--- config.mk ---
export PLATFORM = sky130hd
export DESIGN_NAME = sbs_serial_baud_shift
export DESIGN_NICKNAME = d
export VERILOG_FILES = /design/src/common/sbs_pkg.sv /design/src/logic/sbs_serial_baud_shift.sv
export SDC_FILE = /design/constraint.sdc
export NUM_CORES = 1
export LEC_CHECK = 0
export BUFFER_PORTS_ARGS = -buffer_cell sky130_fd_sc_hd__buf_2
export CAP_MARGIN = 20
export CORE_MARGIN = 1
export CORE_UTILIZATION = 31
export CTS_CLUSTER_SIZE = 16
export DETAILED_ROUTE_END_ITERATION = 8
export PLACE_DENSITY = 0.58
export SLEW_MARGIN = 0
export SYNTH_ARGS = -nofsm -noshare
export SYNTH_HDL_FRONTEND = slang
export SYNTH_SLANG_ARGS = --single-unit
--- constraint.sdc ---
create_clock -name aclk -period 2.6 [get_ports aclk]
set_input_delay 0.13 -clock aclk [delete_from_list [all_inputs] [get_ports aclk]]
set_output_delay 0.13 -clock aclk [all_outputs]
set_load 0.005 [all_outputs]
--- src/common/sbs_pkg.sv ---
// Constants, register map and carrier types of the serial baud select and shift mode block.
// Function
// - Timer one rate source gives bit rate of overflows times two-to-double-rate over 32.
// - Timer one 8-bit auto-reload gives oscillator over 12 times (256 minus reload).
// - Each clock-select bit picks timer two for that direction only; any one of them puts timer two in baud mode.
// - First port selects live in timer two control, second port's in power control.
// - In baud mode each timer two rollover reloads both count bytes from reload pair.
// - With timer two as source, bit rate equals timer two overflow rate over 16.
// - Timer two baud rate equals oscillator over 32 times (65536 minus reload pair).
// - Baud mode applies only while some receive or transmit clock-select bit is one.
// - In baud mode a timer two rollover sets no overflow flag and raises nothing.
// - In baud mode an external pin falling edge sets external flag without reload.
// - As baud generator in timer operation, timer two counts every state time.
// - Shift mode moves eight bits LSB first on receive pin, clock on transmit pin.
// - Buffer write loads marker one, transmission starts one full machine cycle later.
// - Shift clock low in states three to five; transmit register shifts at S6P2.
// - After MSB reaches output, marker just left of it, final shift; send ends, flag sets, tenth cycle S1P1.
// - Reception starts with enable set, flag clear; preload 11111110, receive follows.
// - Receive clock toggles S3P1 and S6P1; shift left taking pin sampled at S5P2.
// - Preloaded zero at top gives final shift, buffer load, flag on tenth cycle.
// - Transmit flag sets after eighth bit time; software must clear it.
package sbs_pkg;
	// Register byte offsets.
	localparam logic [7:0] OFS_SERIAL_CONTROL_REGISTER  = 8'h00;
	localparam logic [7:0] OFS_SERIAL_BUFFER  = 8'h04;
	localparam logic [7:0] OFS_TIMER_TWO_CONTROL_REGISTER = 8'h08;
	localparam logic [7:0] OFS_POWER_CONTROL_REGISTER  = 8'h0C;
	localparam logic [7:0] OFS_TIMER_MODE_REGISTER  = 8'h10;
	localparam logic [7:0] OFS_T1CNT = 8'h14;
	localparam logic [7:0] OFS_T1RUN = 8'h18;
	localparam logic [7:0] OFS_T2CNT = 8'h1C;
	localparam logic [7:0] OFS_RCAP  = 8'h20;
	// Field positions.
	localparam int SC_SM0 = 7;
	localparam int SC_SM1 = 6;
	localparam int SC_REN = 4;
	localparam int SC_TI  = 1;
	localparam int SC_RI  = 0;
	localparam int T2_TF2  = 7;
	localparam int T2_TIMER_TWO_EXTERNAL_FLAG = 6;
	localparam int T2_RCLK = 5;
	localparam int T2_TX_CLOCK_SOURCE_SELECT = 4;
	localparam int T2_EXEN = 3;
	localparam int T2_TR2  = 2;
	localparam int T2_CT2  = 1;
	localparam int PC_DOUBLE_RATE_SELECT  = 7;
	localparam int PC_SECOND_PORT_RX_CLOCK_SELECT = 5;
	localparam int PC_SECOND_PORT_TX_CLOCK_SELECT = 4;
	localparam int TM_T1_HI = 5;
	localparam int TM_T1_LO = 4;
	localparam logic [1:0] T1M_13 = 2'b00;
	localparam logic [1:0] T1M_16 = 2'b01;
	localparam logic [1:0] T1M_8R = 2'b10;
	// Machine cycle phases, one oscillator period each.
	localparam logic [3:0] PH_S1P1 = 4'h0;
	localparam logic [3:0] PH_S3P1 = 4'h4;
	localparam logic [3:0] PH_S5P2 = 4'h9;
	localparam logic [3:0] PH_S6P2 = 4'hB;
	localparam logic [8:0] TX_MARK    = 9'h001;
	localparam logic [7:0] RX_PRELOAD = 8'hFE;
	localparam logic [1:0] RESP_OKAY   = 2'b00;
	localparam logic [1:0] RESP_SLVERR = 2'b10;

	typedef enum logic [1:0] {
		TX_IDLE = 2'b00,
		TX_ARM  = 2'b01,
		TX_SEND = 2'b10,
		TX_LAST = 2'b11
	} sbs_tx_e;

	typedef enum logic [2:0] {
		RX_IDLE = 3'b000,
		RX_ARM  = 3'b001,
		RX_WAIT = 3'b010,
		RX_RECV = 3'b011,
		RX_LAST = 3'b100
	} sbs_rx_e;

	typedef struct packed {
		logic        awvalid;
		logic [7:0]  awaddr;
		logic        wvalid;
		logic [31:0] wdata;
		logic [3:0]  wstrb;
		logic        bready;
		logic        arvalid;
		logic [7:0]  araddr;
		logic        rready;
	} sbs_axi_req_s;

	typedef struct packed {
		logic        awready;
		logic        wready;
		logic        bvalid;
		logic [1:0]  bresp;
		logic        arready;
		logic        rvalid;
		logic [31:0] rdata;
		logic [1:0]  rresp;
	} sbs_axi_rsp_s;

	typedef struct packed {
		logic rxd_in;
		logic timer_two_external_pin;
		logic t2_count;
	} sbs_pin_in_s;

	typedef struct packed {
		logic rxd_out;
		logic rxd_oe;
		logic txd_out;
		logic txd_oe;
	} sbs_pin_out_s;

	typedef struct packed {
		logic p1_tx;
		logic p1_rx;
		logic p2_tx;
		logic p2_rx;
	} sbs_tick_s;

	typedef struct packed {
		logic [3:0]   ph;
		logic [7:0]   serial_control_register;
		logic [7:0]   timer_mode_register;
		logic [7:0]   th1;
		logic [7:0]   tl1;
		logic [7:0]   timer_two_control_register;
		logic [7:0]   power_control_register;
		logic [7:0]   rbuf;
		logic [7:0]   txdat;
		logic [7:0]   rsr;
		logic [8:0]   tsr;
		logic [15:0]  t2cnt;
		logic [15:0]  rcap;
		logic         t1_run;
		logic         t1_half;
		logic         timer_two_external_pin_prev;
		logic         t2c_prev;
		logic         tx_pend;
		logic         rsamp;
		sbs_tx_e      tx;
		sbs_rx_e      rx;
		logic         bvalid;
		logic [1:0]   bresp;
		logic         rvalid;
		logic [1:0]   rresp;
		logic [31:0]  rdata;
		sbs_pin_out_s pins;
		sbs_tick_s    tick;
	} sbs_state_s;

	localparam sbs_state_s ST_RESET = '0;
endpackage

--- src/logic/sbs_serial_baud_shift.sv ---
// Baud rate sources for both serial ports and the synchronous shift mode engine.
`timescale 1ns/1ns
module sbs_serial_baud_shift (
	// Clock and reset.
	input  wire logic                  aclk,
	input  wire logic                  aresetn,
	// Register bus.
	input  wire sbs_pkg::sbs_axi_req_s axi_req,
	output sbs_pkg::sbs_axi_rsp_s      axi_rsp,
	// Serial pins.
	input  wire sbs_pkg::sbs_pin_in_s  pin_in,
	output sbs_pkg::sbs_pin_out_s      pin_out,
	// Sixteen-times bit rate ticks for the framers of both ports.
	output sbs_pkg::sbs_tick_s         rate_tick
);
	import sbs_pkg::*;

	sbs_state_s s_reg;
	sbs_state_s s_next;
	logic       aw_take;
	logic       ar_take;
	logic       baud;

	function automatic logic [15:0] merge16(input logic [15:0] o, input logic [31:0] d,
			input logic [3:0] st);
		logic [15:0] r;
		r = o;
		if (st[0]) r[7:0] = d[7:0];
		if (st[1]) r[15:8] = d[15:8];
		return r;
	endfunction

	assign aw_take = axi_req.awvalid & axi_req.wvalid & ~s_reg.bvalid;
	assign ar_take = axi_req.arvalid & ~s_reg.rvalid;
	// Any select bit of either port puts timer two into baud mode.
	assign baud = s_reg.timer_two_control_register[T2_RCLK] | s_reg.timer_two_control_register[T2_TX_CLOCK_SOURCE_SELECT]
		| s_reg.power_control_register[PC_SECOND_PORT_RX_CLOCK_SELECT] | s_reg.power_control_register[PC_SECOND_PORT_TX_CLOCK_SELECT];

	assign axi_rsp = '{awready: aw_take, wready: aw_take, bvalid: s_reg.bvalid,
		bresp: s_reg.bresp, arready: ~s_reg.rvalid, rvalid: s_reg.rvalid,
		rdata: s_reg.rdata, rresp: s_reg.rresp};
	assign pin_out   = s_reg.pins;
	assign rate_tick = s_reg.tick;

	always_comb begin
		logic [15:0] c16;
		logic [12:0] c13;
		logic [7:0]  v;
		logic        mend;
		logic        m0;
		logic        t1_ovf;
		logic        t1_tick;
		logic        t2_inc;
		logic        t2_ovf;
		logic        rx_ok;
		logic        snd;
		logic        rcv;
		s_next  = s_reg;
		c16     = '0;
		c13     = '0;
		v       = '0;
		t1_ovf  = 1'b0;
		t2_ovf  = 1'b0;
		t1_tick = 1'b0;
		t2_inc  = 1'b0;
		m0      = 1'b0;
		rx_ok   = 1'b0;
		snd     = 1'b0;
		rcv     = 1'b0;
		mend    = s_reg.ph == PH_S6P2;
		s_next.ph = mend ? PH_S1P1 : s_reg.ph + 4'h1;

		// Register writes; hardware flag sets below come later and so win.
		if (aw_take) begin
			s_next.bvalid = 1'b1;
			s_next.bresp  = RESP_OKAY;
			case (axi_req.awaddr)
				OFS_SERIAL_CONTROL_REGISTER: begin
					if (axi_req.wstrb[0]) s_next.serial_control_register = axi_req.wdata[7:0];
				end
				OFS_SERIAL_BUFFER: begin
					if (axi_req.wstrb[0]) begin
						s_next.txdat = axi_req.wdata[7:0];
						s_next.tx_pend = s_reg.serial_control_register[SC_SM0:SC_SM1] == 2'b00;
					end
				end
				OFS_TIMER_TWO_CONTROL_REGISTER: begin
					// Which register holds which port's selects.
					if (axi_req.wstrb[0]) s_next.timer_two_control_register = axi_req.wdata[7:0];
				end
				OFS_POWER_CONTROL_REGISTER: begin
					if (axi_req.wstrb[0]) s_next.power_control_register = axi_req.wdata[7:0];
				end
				OFS_TIMER_MODE_REGISTER: begin
					if (axi_req.wstrb[0]) s_next.timer_mode_register = axi_req.wdata[7:0];
				end
				OFS_T1CNT: begin
					{s_next.th1, s_next.tl1} = merge16({s_reg.th1, s_reg.tl1},
						axi_req.wdata, axi_req.wstrb);
				end
				OFS_T1RUN: begin
					if (axi_req.wstrb[0]) s_next.t1_run = axi_req.wdata[0];
				end
				OFS_T2CNT: begin
					s_next.t2cnt = merge16(s_reg.t2cnt, axi_req.wdata, axi_req.wstrb);
				end
				OFS_RCAP: begin
					s_next.rcap = merge16(s_reg.rcap, axi_req.wdata, axi_req.wstrb);
				end
				default: s_next.bresp = RESP_SLVERR;
			endcase
		end else if (s_reg.bvalid && axi_req.bready) begin
			s_next.bvalid = 1'b0;
		end

		if (ar_take) begin
			s_next.rvalid = 1'b1;
			s_next.rresp  = RESP_OKAY;
			case (axi_req.araddr)
				OFS_SERIAL_CONTROL_REGISTER:  s_next.rdata = {24'h000000, s_reg.serial_control_register};
				OFS_SERIAL_BUFFER:  s_next.rdata = {24'h000000, s_reg.rbuf};
				OFS_TIMER_TWO_CONTROL_REGISTER: s_next.rdata = {24'h000000, s_reg.timer_two_control_register};
				OFS_POWER_CONTROL_REGISTER:  s_next.rdata = {24'h000000, s_reg.power_control_register};
				OFS_TIMER_MODE_REGISTER:  s_next.rdata = {24'h000000, s_reg.timer_mode_register};
				OFS_T1CNT: s_next.rdata = {16'h0000, s_reg.th1, s_reg.tl1};
				OFS_T1RUN: s_next.rdata = {31'h00000000, s_reg.t1_run};
				OFS_T2CNT: s_next.rdata = {16'h0000, s_reg.t2cnt};
				OFS_RCAP:  s_next.rdata = {16'h0000, s_reg.rcap};
				default: begin
					s_next.rdata = 32'h00000000;
					s_next.rresp = RESP_SLVERR;
				end
			endcase
		end else if (s_reg.rvalid && axi_req.rready) begin
			s_next.rvalid = 1'b0;
		end

		// Timer one counts once per machine cycle.
		if (s_reg.t1_run && mend) begin
			case (s_reg.timer_mode_register[TM_T1_HI:TM_T1_LO])
				T1M_13: begin
					c13 = {s_reg.th1, s_reg.tl1[4:0]} + 13'h0001;
					t1_ovf = &{s_reg.th1, s_reg.tl1[4:0]};
					{s_next.th1, s_next.tl1[4:0]} = c13;
				end
				T1M_16: begin
					c16 = {s_reg.th1, s_reg.tl1} + 16'h0001;
					t1_ovf = &{s_reg.th1, s_reg.tl1};
					{s_next.th1, s_next.tl1} = c16;
				end
				T1M_8R: begin
					// Rate is oscillator over 12 times (256 minus reload).
					t1_ovf = &s_reg.tl1;
					s_next.tl1 = t1_ovf ? s_reg.th1 : s_reg.tl1 + 8'h01;
				end
				default: t1_ovf = 1'b0;
			endcase
		end
		// Halving without double rate gives 2^double_rate_select/32 of the overflow rate per bit.
		if (t1_ovf) s_next.t1_half = ~s_reg.t1_half;
		t1_tick = t1_ovf & (s_reg.power_control_register[PC_DOUBLE_RATE_SELECT] | s_reg.t1_half);

		// Timer two: every state time in baud mode, else per machine cycle; with the count select bit set it counts t2_count falling edges instead.
		s_next.timer_two_external_pin_prev = pin_in.timer_two_external_pin;
		s_next.t2c_prev  = pin_in.t2_count;
		if (s_reg.timer_two_control_register[T2_CT2])
			t2_inc = s_reg.t2c_prev & ~pin_in.t2_count;
		else
			t2_inc = baud ? s_reg.ph[0] : mend;
		t2_inc = t2_inc & s_reg.timer_two_control_register[T2_TR2];
		if (t2_inc) begin
			t2_ovf = &s_reg.t2cnt;
			// Rollover reloads both bytes from the reload pair.
			s_next.t2cnt = t2_ovf ? s_reg.rcap : s_reg.t2cnt + 16'h0001;
			// Overflow flag only outside baud mode.
			if (t2_ovf && !baud) s_next.timer_two_control_register[T2_TF2] = 1'b1;
		end
		if (s_reg.timer_two_control_register[T2_EXEN] && s_reg.timer_two_external_pin_prev && !pin_in.timer_two_external_pin) begin
			s_next.timer_two_control_register[T2_TIMER_TWO_EXTERNAL_FLAG] = 1'b1;
			// In baud mode the edge is only an extra interrupt source.
			if (!baud) s_next.t2cnt = s_reg.rcap;
		end

		// Per-direction source choice; timer two overflows are already 16 per bit.
		s_next.tick.p1_tx = s_reg.timer_two_control_register[T2_TX_CLOCK_SOURCE_SELECT] ? t2_ovf : t1_tick;
		s_next.tick.p1_rx = s_reg.timer_two_control_register[T2_RCLK] ? t2_ovf : t1_tick;
		s_next.tick.p2_tx = s_reg.power_control_register[PC_SECOND_PORT_TX_CLOCK_SELECT] ? t2_ovf : t1_tick;
		s_next.tick.p2_rx = s_reg.power_control_register[PC_SECOND_PORT_RX_CLOCK_SELECT] ? t2_ovf : t1_tick;

		// Shift mode transmit.
		m0 = s_next.serial_control_register[SC_SM0:SC_SM1] == 2'b00;
		case (s_reg.tx)
			TX_IDLE: begin
				if (s_reg.tx_pend && mend) begin
					s_next.tsr = {1'b1, s_reg.txdat};
					s_next.tx_pend = 1'b0;
					s_next.tx = TX_ARM;
				end
			end
			TX_ARM: begin
				if (mend) s_next.tx = TX_SEND;
			end
			TX_SEND: begin
				if (mend) begin
					// Shift right with zeros from the left.
					if (s_reg.tsr[8:1] == TX_MARK[7:0]) s_next.tx = TX_LAST;
					s_next.tsr = {1'b0, s_reg.tsr[8:1]};
				end
			end
			TX_LAST: begin
				if (s_reg.ph == PH_S1P1) begin
					s_next.tx = TX_IDLE;
					s_next.serial_control_register[SC_TI] = 1'b1;
				end
			end
			default: s_next.tx = TX_IDLE;
		endcase

		// Shift mode receive.
		rx_ok = m0 & s_next.serial_control_register[SC_REN] & ~s_next.serial_control_register[SC_RI];
		case (s_reg.rx)
			RX_IDLE: begin
				if (rx_ok && mend) s_next.rx = RX_ARM;
			end
			RX_ARM: begin
				if (mend) begin
					s_next.rx = rx_ok ? RX_WAIT : RX_IDLE;
					if (rx_ok) s_next.rsr = RX_PRELOAD;
				end
			end
			RX_WAIT: s_next.rx = RX_RECV;
			RX_RECV: begin
				if (s_reg.ph == PH_S5P2) s_next.rsamp = pin_in.rxd_in;
				if (mend) begin
					v = {s_reg.rsr[6:0], s_reg.rsamp};
					s_next.rsr = v;
					if (!s_reg.rsr[7]) begin
						// First bit in ends at the top, so reverse for LSB first.
						s_next.rbuf = {<<{v}};
						s_next.rx = RX_LAST;
					end
				end
			end
			RX_LAST: begin
				if (s_reg.ph == PH_S1P1) begin
					s_next.rx = RX_IDLE;
					s_next.serial_control_register[SC_RI] = 1'b1;
				end
			end
			default: s_next.rx = RX_IDLE;
		endcase

		// Pins are registered against the next phase so they line up with it.
		snd = (s_next.tx == TX_SEND) | (s_next.tx == TX_LAST);
		rcv = (s_next.rx == RX_RECV) | (s_next.rx == RX_LAST);
		s_next.pins.txd_out = (snd | rcv)
			? ~(s_next.ph inside {[PH_S3P1:PH_S5P2]}) : 1'b1;
		s_next.pins.txd_oe  = m0;
		s_next.pins.rxd_out = s_next.tsr[0];
		s_next.pins.rxd_oe  = snd;
	end

	always_ff @(posedge aclk) begin
		if (!aresetn)
			s_reg <= ST_RESET;
		else
			s_reg <= s_next;
	end
endmodule

==> impl_metrics.py <==
metrics = {
    "pwr": {
        "worst_ir_drop_vdd_mv": 0.397,
        "total_leakage_power_nw": 4.11,
        "power-per-cell-area_nw_per_um2": 530,
    },
    "timing": {
        "finalClockSkew_ps": 10.3,
        "timing.hold.ws_ps": 11.8,
        "timing.final.crit_period_ps": 2330,
        "slew_viol_final": 0,
        "achievable_clock_frequency_mhz": 429,
        "timing_worst_slew_pin_value_ps": 623,
        "finalHoldViolations": 0,
        "timing.setup.tns_ps": 0,
        "final.period_utilization_pct": 89.8,
        "rsz0062_at_grt": "false",
        "max-slew-margin-rel_pct": 58.1,
        "finalSetupViolCount": 0,
        "finalWorstSetupSlack_ps": 266,
    },
    "hold_path": {
        "hp-class": "in -> reg",
        "timing.hold.worst.start": "axi_req[26]",
    },
    "synth": {
        "main_combinational_cell_family_by_area_after_synthesis": "compound AO/OA/AOI/OAI gates",
        "synth-simple-area-share_pct": 19.9,
        "syn_area_um2": 8670,
        "synth_mux_area_share_pct": 12.8,
        "ys_seq_area_share_pct": 35.8,
        "synth-edff-count": 0,
        "synth_cells": 988,
        "synth.ff_latch_count": 155,
        "yosys_warnings": 0,
        "synth_compound_area_share_pct": 20.7,
        "synthArstFlopShare_pct": 0,
        "postSynthAreaPerCell_um2": 8.78,
        "synth.lib_cells_used.distinct": 83,
        "synth_ff_type": "sky130_fd_sc_hd__dfxtp_1",
        "post_synth_fa_ha_maj_area_fraction_pct": 1.30,
        "synth_xor_xnor_area_share_pct": 1.11,
    },
    "global_route": {
        "grt_start_max_net_pins": 94,
        "wire_length_of_the_first_global_routing_pass_mm": 41.3,
        "first_global_vias": 7242,
        "grt_use_total_pct": 18.5,
        "grt_antenna_before_repair": 0,
        "globalRouteOverflowTotal": 0,
    },
    "clock_network": {
        "cts_buffers": 17,
        "htree_levels": 4,
        "clockRootBuffer": "sky130_fd_sc_hd__clkbuf_16",
        "clockBufferDepth": 2,
        "clkLatencyLatePin_ps": 430,
        "cts.repair.resized": 0,
        "clk_pin_slew_worst_paths_ps": 70,
        "cts.sink_count": 155,
        "cts_tree": "done",
    },
    "setup_path": {
        "worst_flop_to_flop_path_startpoint": "s_reg[135]$_SDFFE_PN0P_",
        "critPathLaunch": "s_reg[135]$_SDFFE_PN0P_",
        "timing_worst_setup_path_type": "reg -> reg",
        "path_delay_family": "simple AND/OR/NAND/NOR gates",
        "cp_slowest_stage_delay_ps": 610,
        "required_time_reported_for_the_critical_path_endpoint_ps": 2900,
        "critical_path.n_buffers_inverters": 0,
        "crit_arrival_ps": 2630,
        "startpoint_type": "flop",
        "slowest_cp_cell": "sky130_fd_sc_hd__or4_4",
        "path_cells": "or4_4, o211a_1, or4b_1, o22ai_1, a21oi_1",
        "maximum_fanout_count_along_the_critical_path": 13,
        "endpoint_kind": "flop",
    },
    "route": {
        "antenna_violating_nets_post_route": 0,
        "met3_wirelength_from_detailed_routing_mm": 1.65,
        "routed_wl_mm": 26.5,
        "final_routed_drc_violation_total": 0,
        "wire_length_the_detailed_router_placed_on_met1_mm": 12.4,
        "route.detailed.vias_per_inst": 5.50,
        "detailroute.via_count": 7791,
        "dr.pass1.iters": 6,
        "wire_per_inst_um": 18.7,
        "dr.max_layer_used": "met4",
        "detail_route.iter0.violations": 702,
        "met2_length_mm": 12.2,
    },
    "floorplanning": {
        "placement_rows": 60,
        "chip_height_um": 169,
        "die_x_um": 169,
        "num_io_pins": 111,
        "initial_core_util_pct": 31.9,
        "floorplan.core_area_um2": 27200,
        "fp.dieArea_um2": 28600,
    },
    "cells_and_area": {
        "largest_register_ff_count": 128,
        "final_nets": 1103,
        "insertedDiodeCount": 0,
        "final.fill_count": 2795,
        "layout.cell_area.non_filler_um2": 9920,
        "final_core_util_pct": 36.5,
        "area_growth_pct": 14.5,
        "layout.area.seq_um2": 3100,
        "footprint_of_the_multi_input_gates_um2": 4900,
        "drive_gt1_share_pct": 18.9,
    },
    "placement": {
        "place_worst_setup_slack_ps": 312,
        "place.port_buffers": 74,
        "finalWeightedCongestion": 0.947,
        "final_hpwl_dp_mm": 19.2,
        "placedInstanceArea_um2": 9230,
    },
    "status": {
        "status": "complete, no violations",
    },
    "flow_run": {
        "drv_cap": 0,
    },
}
## Yosys cell counts (all sizes together), types with 7 or more instances
cell / n / area share, %
nand3b: 7 / 0.61
nand2b: 8 / 0.58
a21oi: 50 / 2.9
inv: 22 / 0.95
o22ai: 13 / 0.94
dfxtp: 155 / 36
nor4: 18 / 1.6
nor2: 97 / 4.3
nand3: 37 / 2.3
a221oi: 9 / 0.91
o221a: 11 / 1.4
nand2: 64 / 2.8
a2bb2oi: 9 / 0.91
mux2i: 97 / 11
and3: 10 / 0.72
a22oi: 12 / 1.0
nor4b: 10 / 1.4
ha: 9 / 1.3
buf: 64 / 5.3
o21ai: 41 / 2.7
a222oi: 8 / 0.92
and2: 8 / 0.58
mux2: 10 / 1.3
a31oi: 9 / 0.65
nand4: 13 / 0.94
clkbuf: 50 / 2.2
nor3: 18 / 1.0
a211oi: 28 / 2.4
## layer usage
metal | up-vias | global-route usage, %
met5 | - | 0
met4 | 0 | 4.97
met3 | 15 | 2.73
met2 | 281 | 29.9
met1 | 3793 | 25.5
li1 | 3702 | -
## worst paths after layout
kind	cells after the start	slack [ps]	end
worst max-delay path	5	270	s_reg[78]$_SDFF_PN0_
worst min register to register	2	450	axi_rsp[8]$_SDFFE_PN0P_
worst max register to register	5	270	s_reg[78]$_SDFF_PN0_
worst min-delay path	3	10	s_reg[68]$_SDFFE_PN0P_
## report_power, final
part           internal [mW]  leakage (nW)  switching, mW
registers               2.39          1.25        0.00941
clock network           1.49         0.287           1.09
logic                 0.0970          2.58          0.191
total                   3.97          4.11           1.29
## worst min-delay path, delay by kind of cell
family	cells	cell delay, ps
buf+inv	1	130
mux	1	70
simple gates	1	70
## cells by family (layout without fill, tap and decap cells)
family,Yosys count,count (layout)
flip-flops,155,155
AND/OR/NAND/NOR,323,323
XOR/XNOR,11,11
multiplexers,108,108
adder cells (fa/ha/maj),9,9
buffers and inverters,136,176
AO/OA/AOI/OAI,245,245
other,1,18
## stage by stage
stage	total power, mW	cells
after global routing	5.44	1417
after global placement	2.72	1377
after CTS	5.31	1417
after floorplan	2.62	1005
final	5.26	1417
after detailed placement	2.73	1377
## area by class of cell
type / count / area share, %
Multi-Input combinational cell: 714 / 49.4
Tap cell: 372 / 4.69
Inverter: 22 / 0.845
Clock buffer: 19 / 4.56
Clock inverter: 13 / 1.59
Sequential cell: 155 / 31.3
Timing Repair Buffer: 122 / 7.69
## layout by cell type (no fill, tap or decap), drive strengths merged, types with 7 or more instances in the layout
master       Yosys  layout
and3            10      10
o21ai           41      41
a31oi            9       9
mux2i           97      97
a22oi           12      12
conb             1      18
nor4            18      18
mux2            10      10
ha               9       9
nand2b           8       8
a221oi           9       9
a2bb2oi          9       9
nand4           13      13
dlygate4sd3      0       8
a211oi          28      28
o22ai           13      13
a222oi           8       8
nor4b           10      10
nand3           37      37
buf             64     114
dfxtp          155     155
nor2            97      97
nand3b           7       7
nor3            18      18
o221a           11      11
and2             8       8
nand2           64      64
clkbuf          50      19
inv             22      25
a21oi           50      50
## timing repair
action                    in CTS  in global routing
hold endpoints to repair       8                  0
setup buffers                  0                  0
hold buffers                   8                  0
Power figures use the tool's default switching activity.
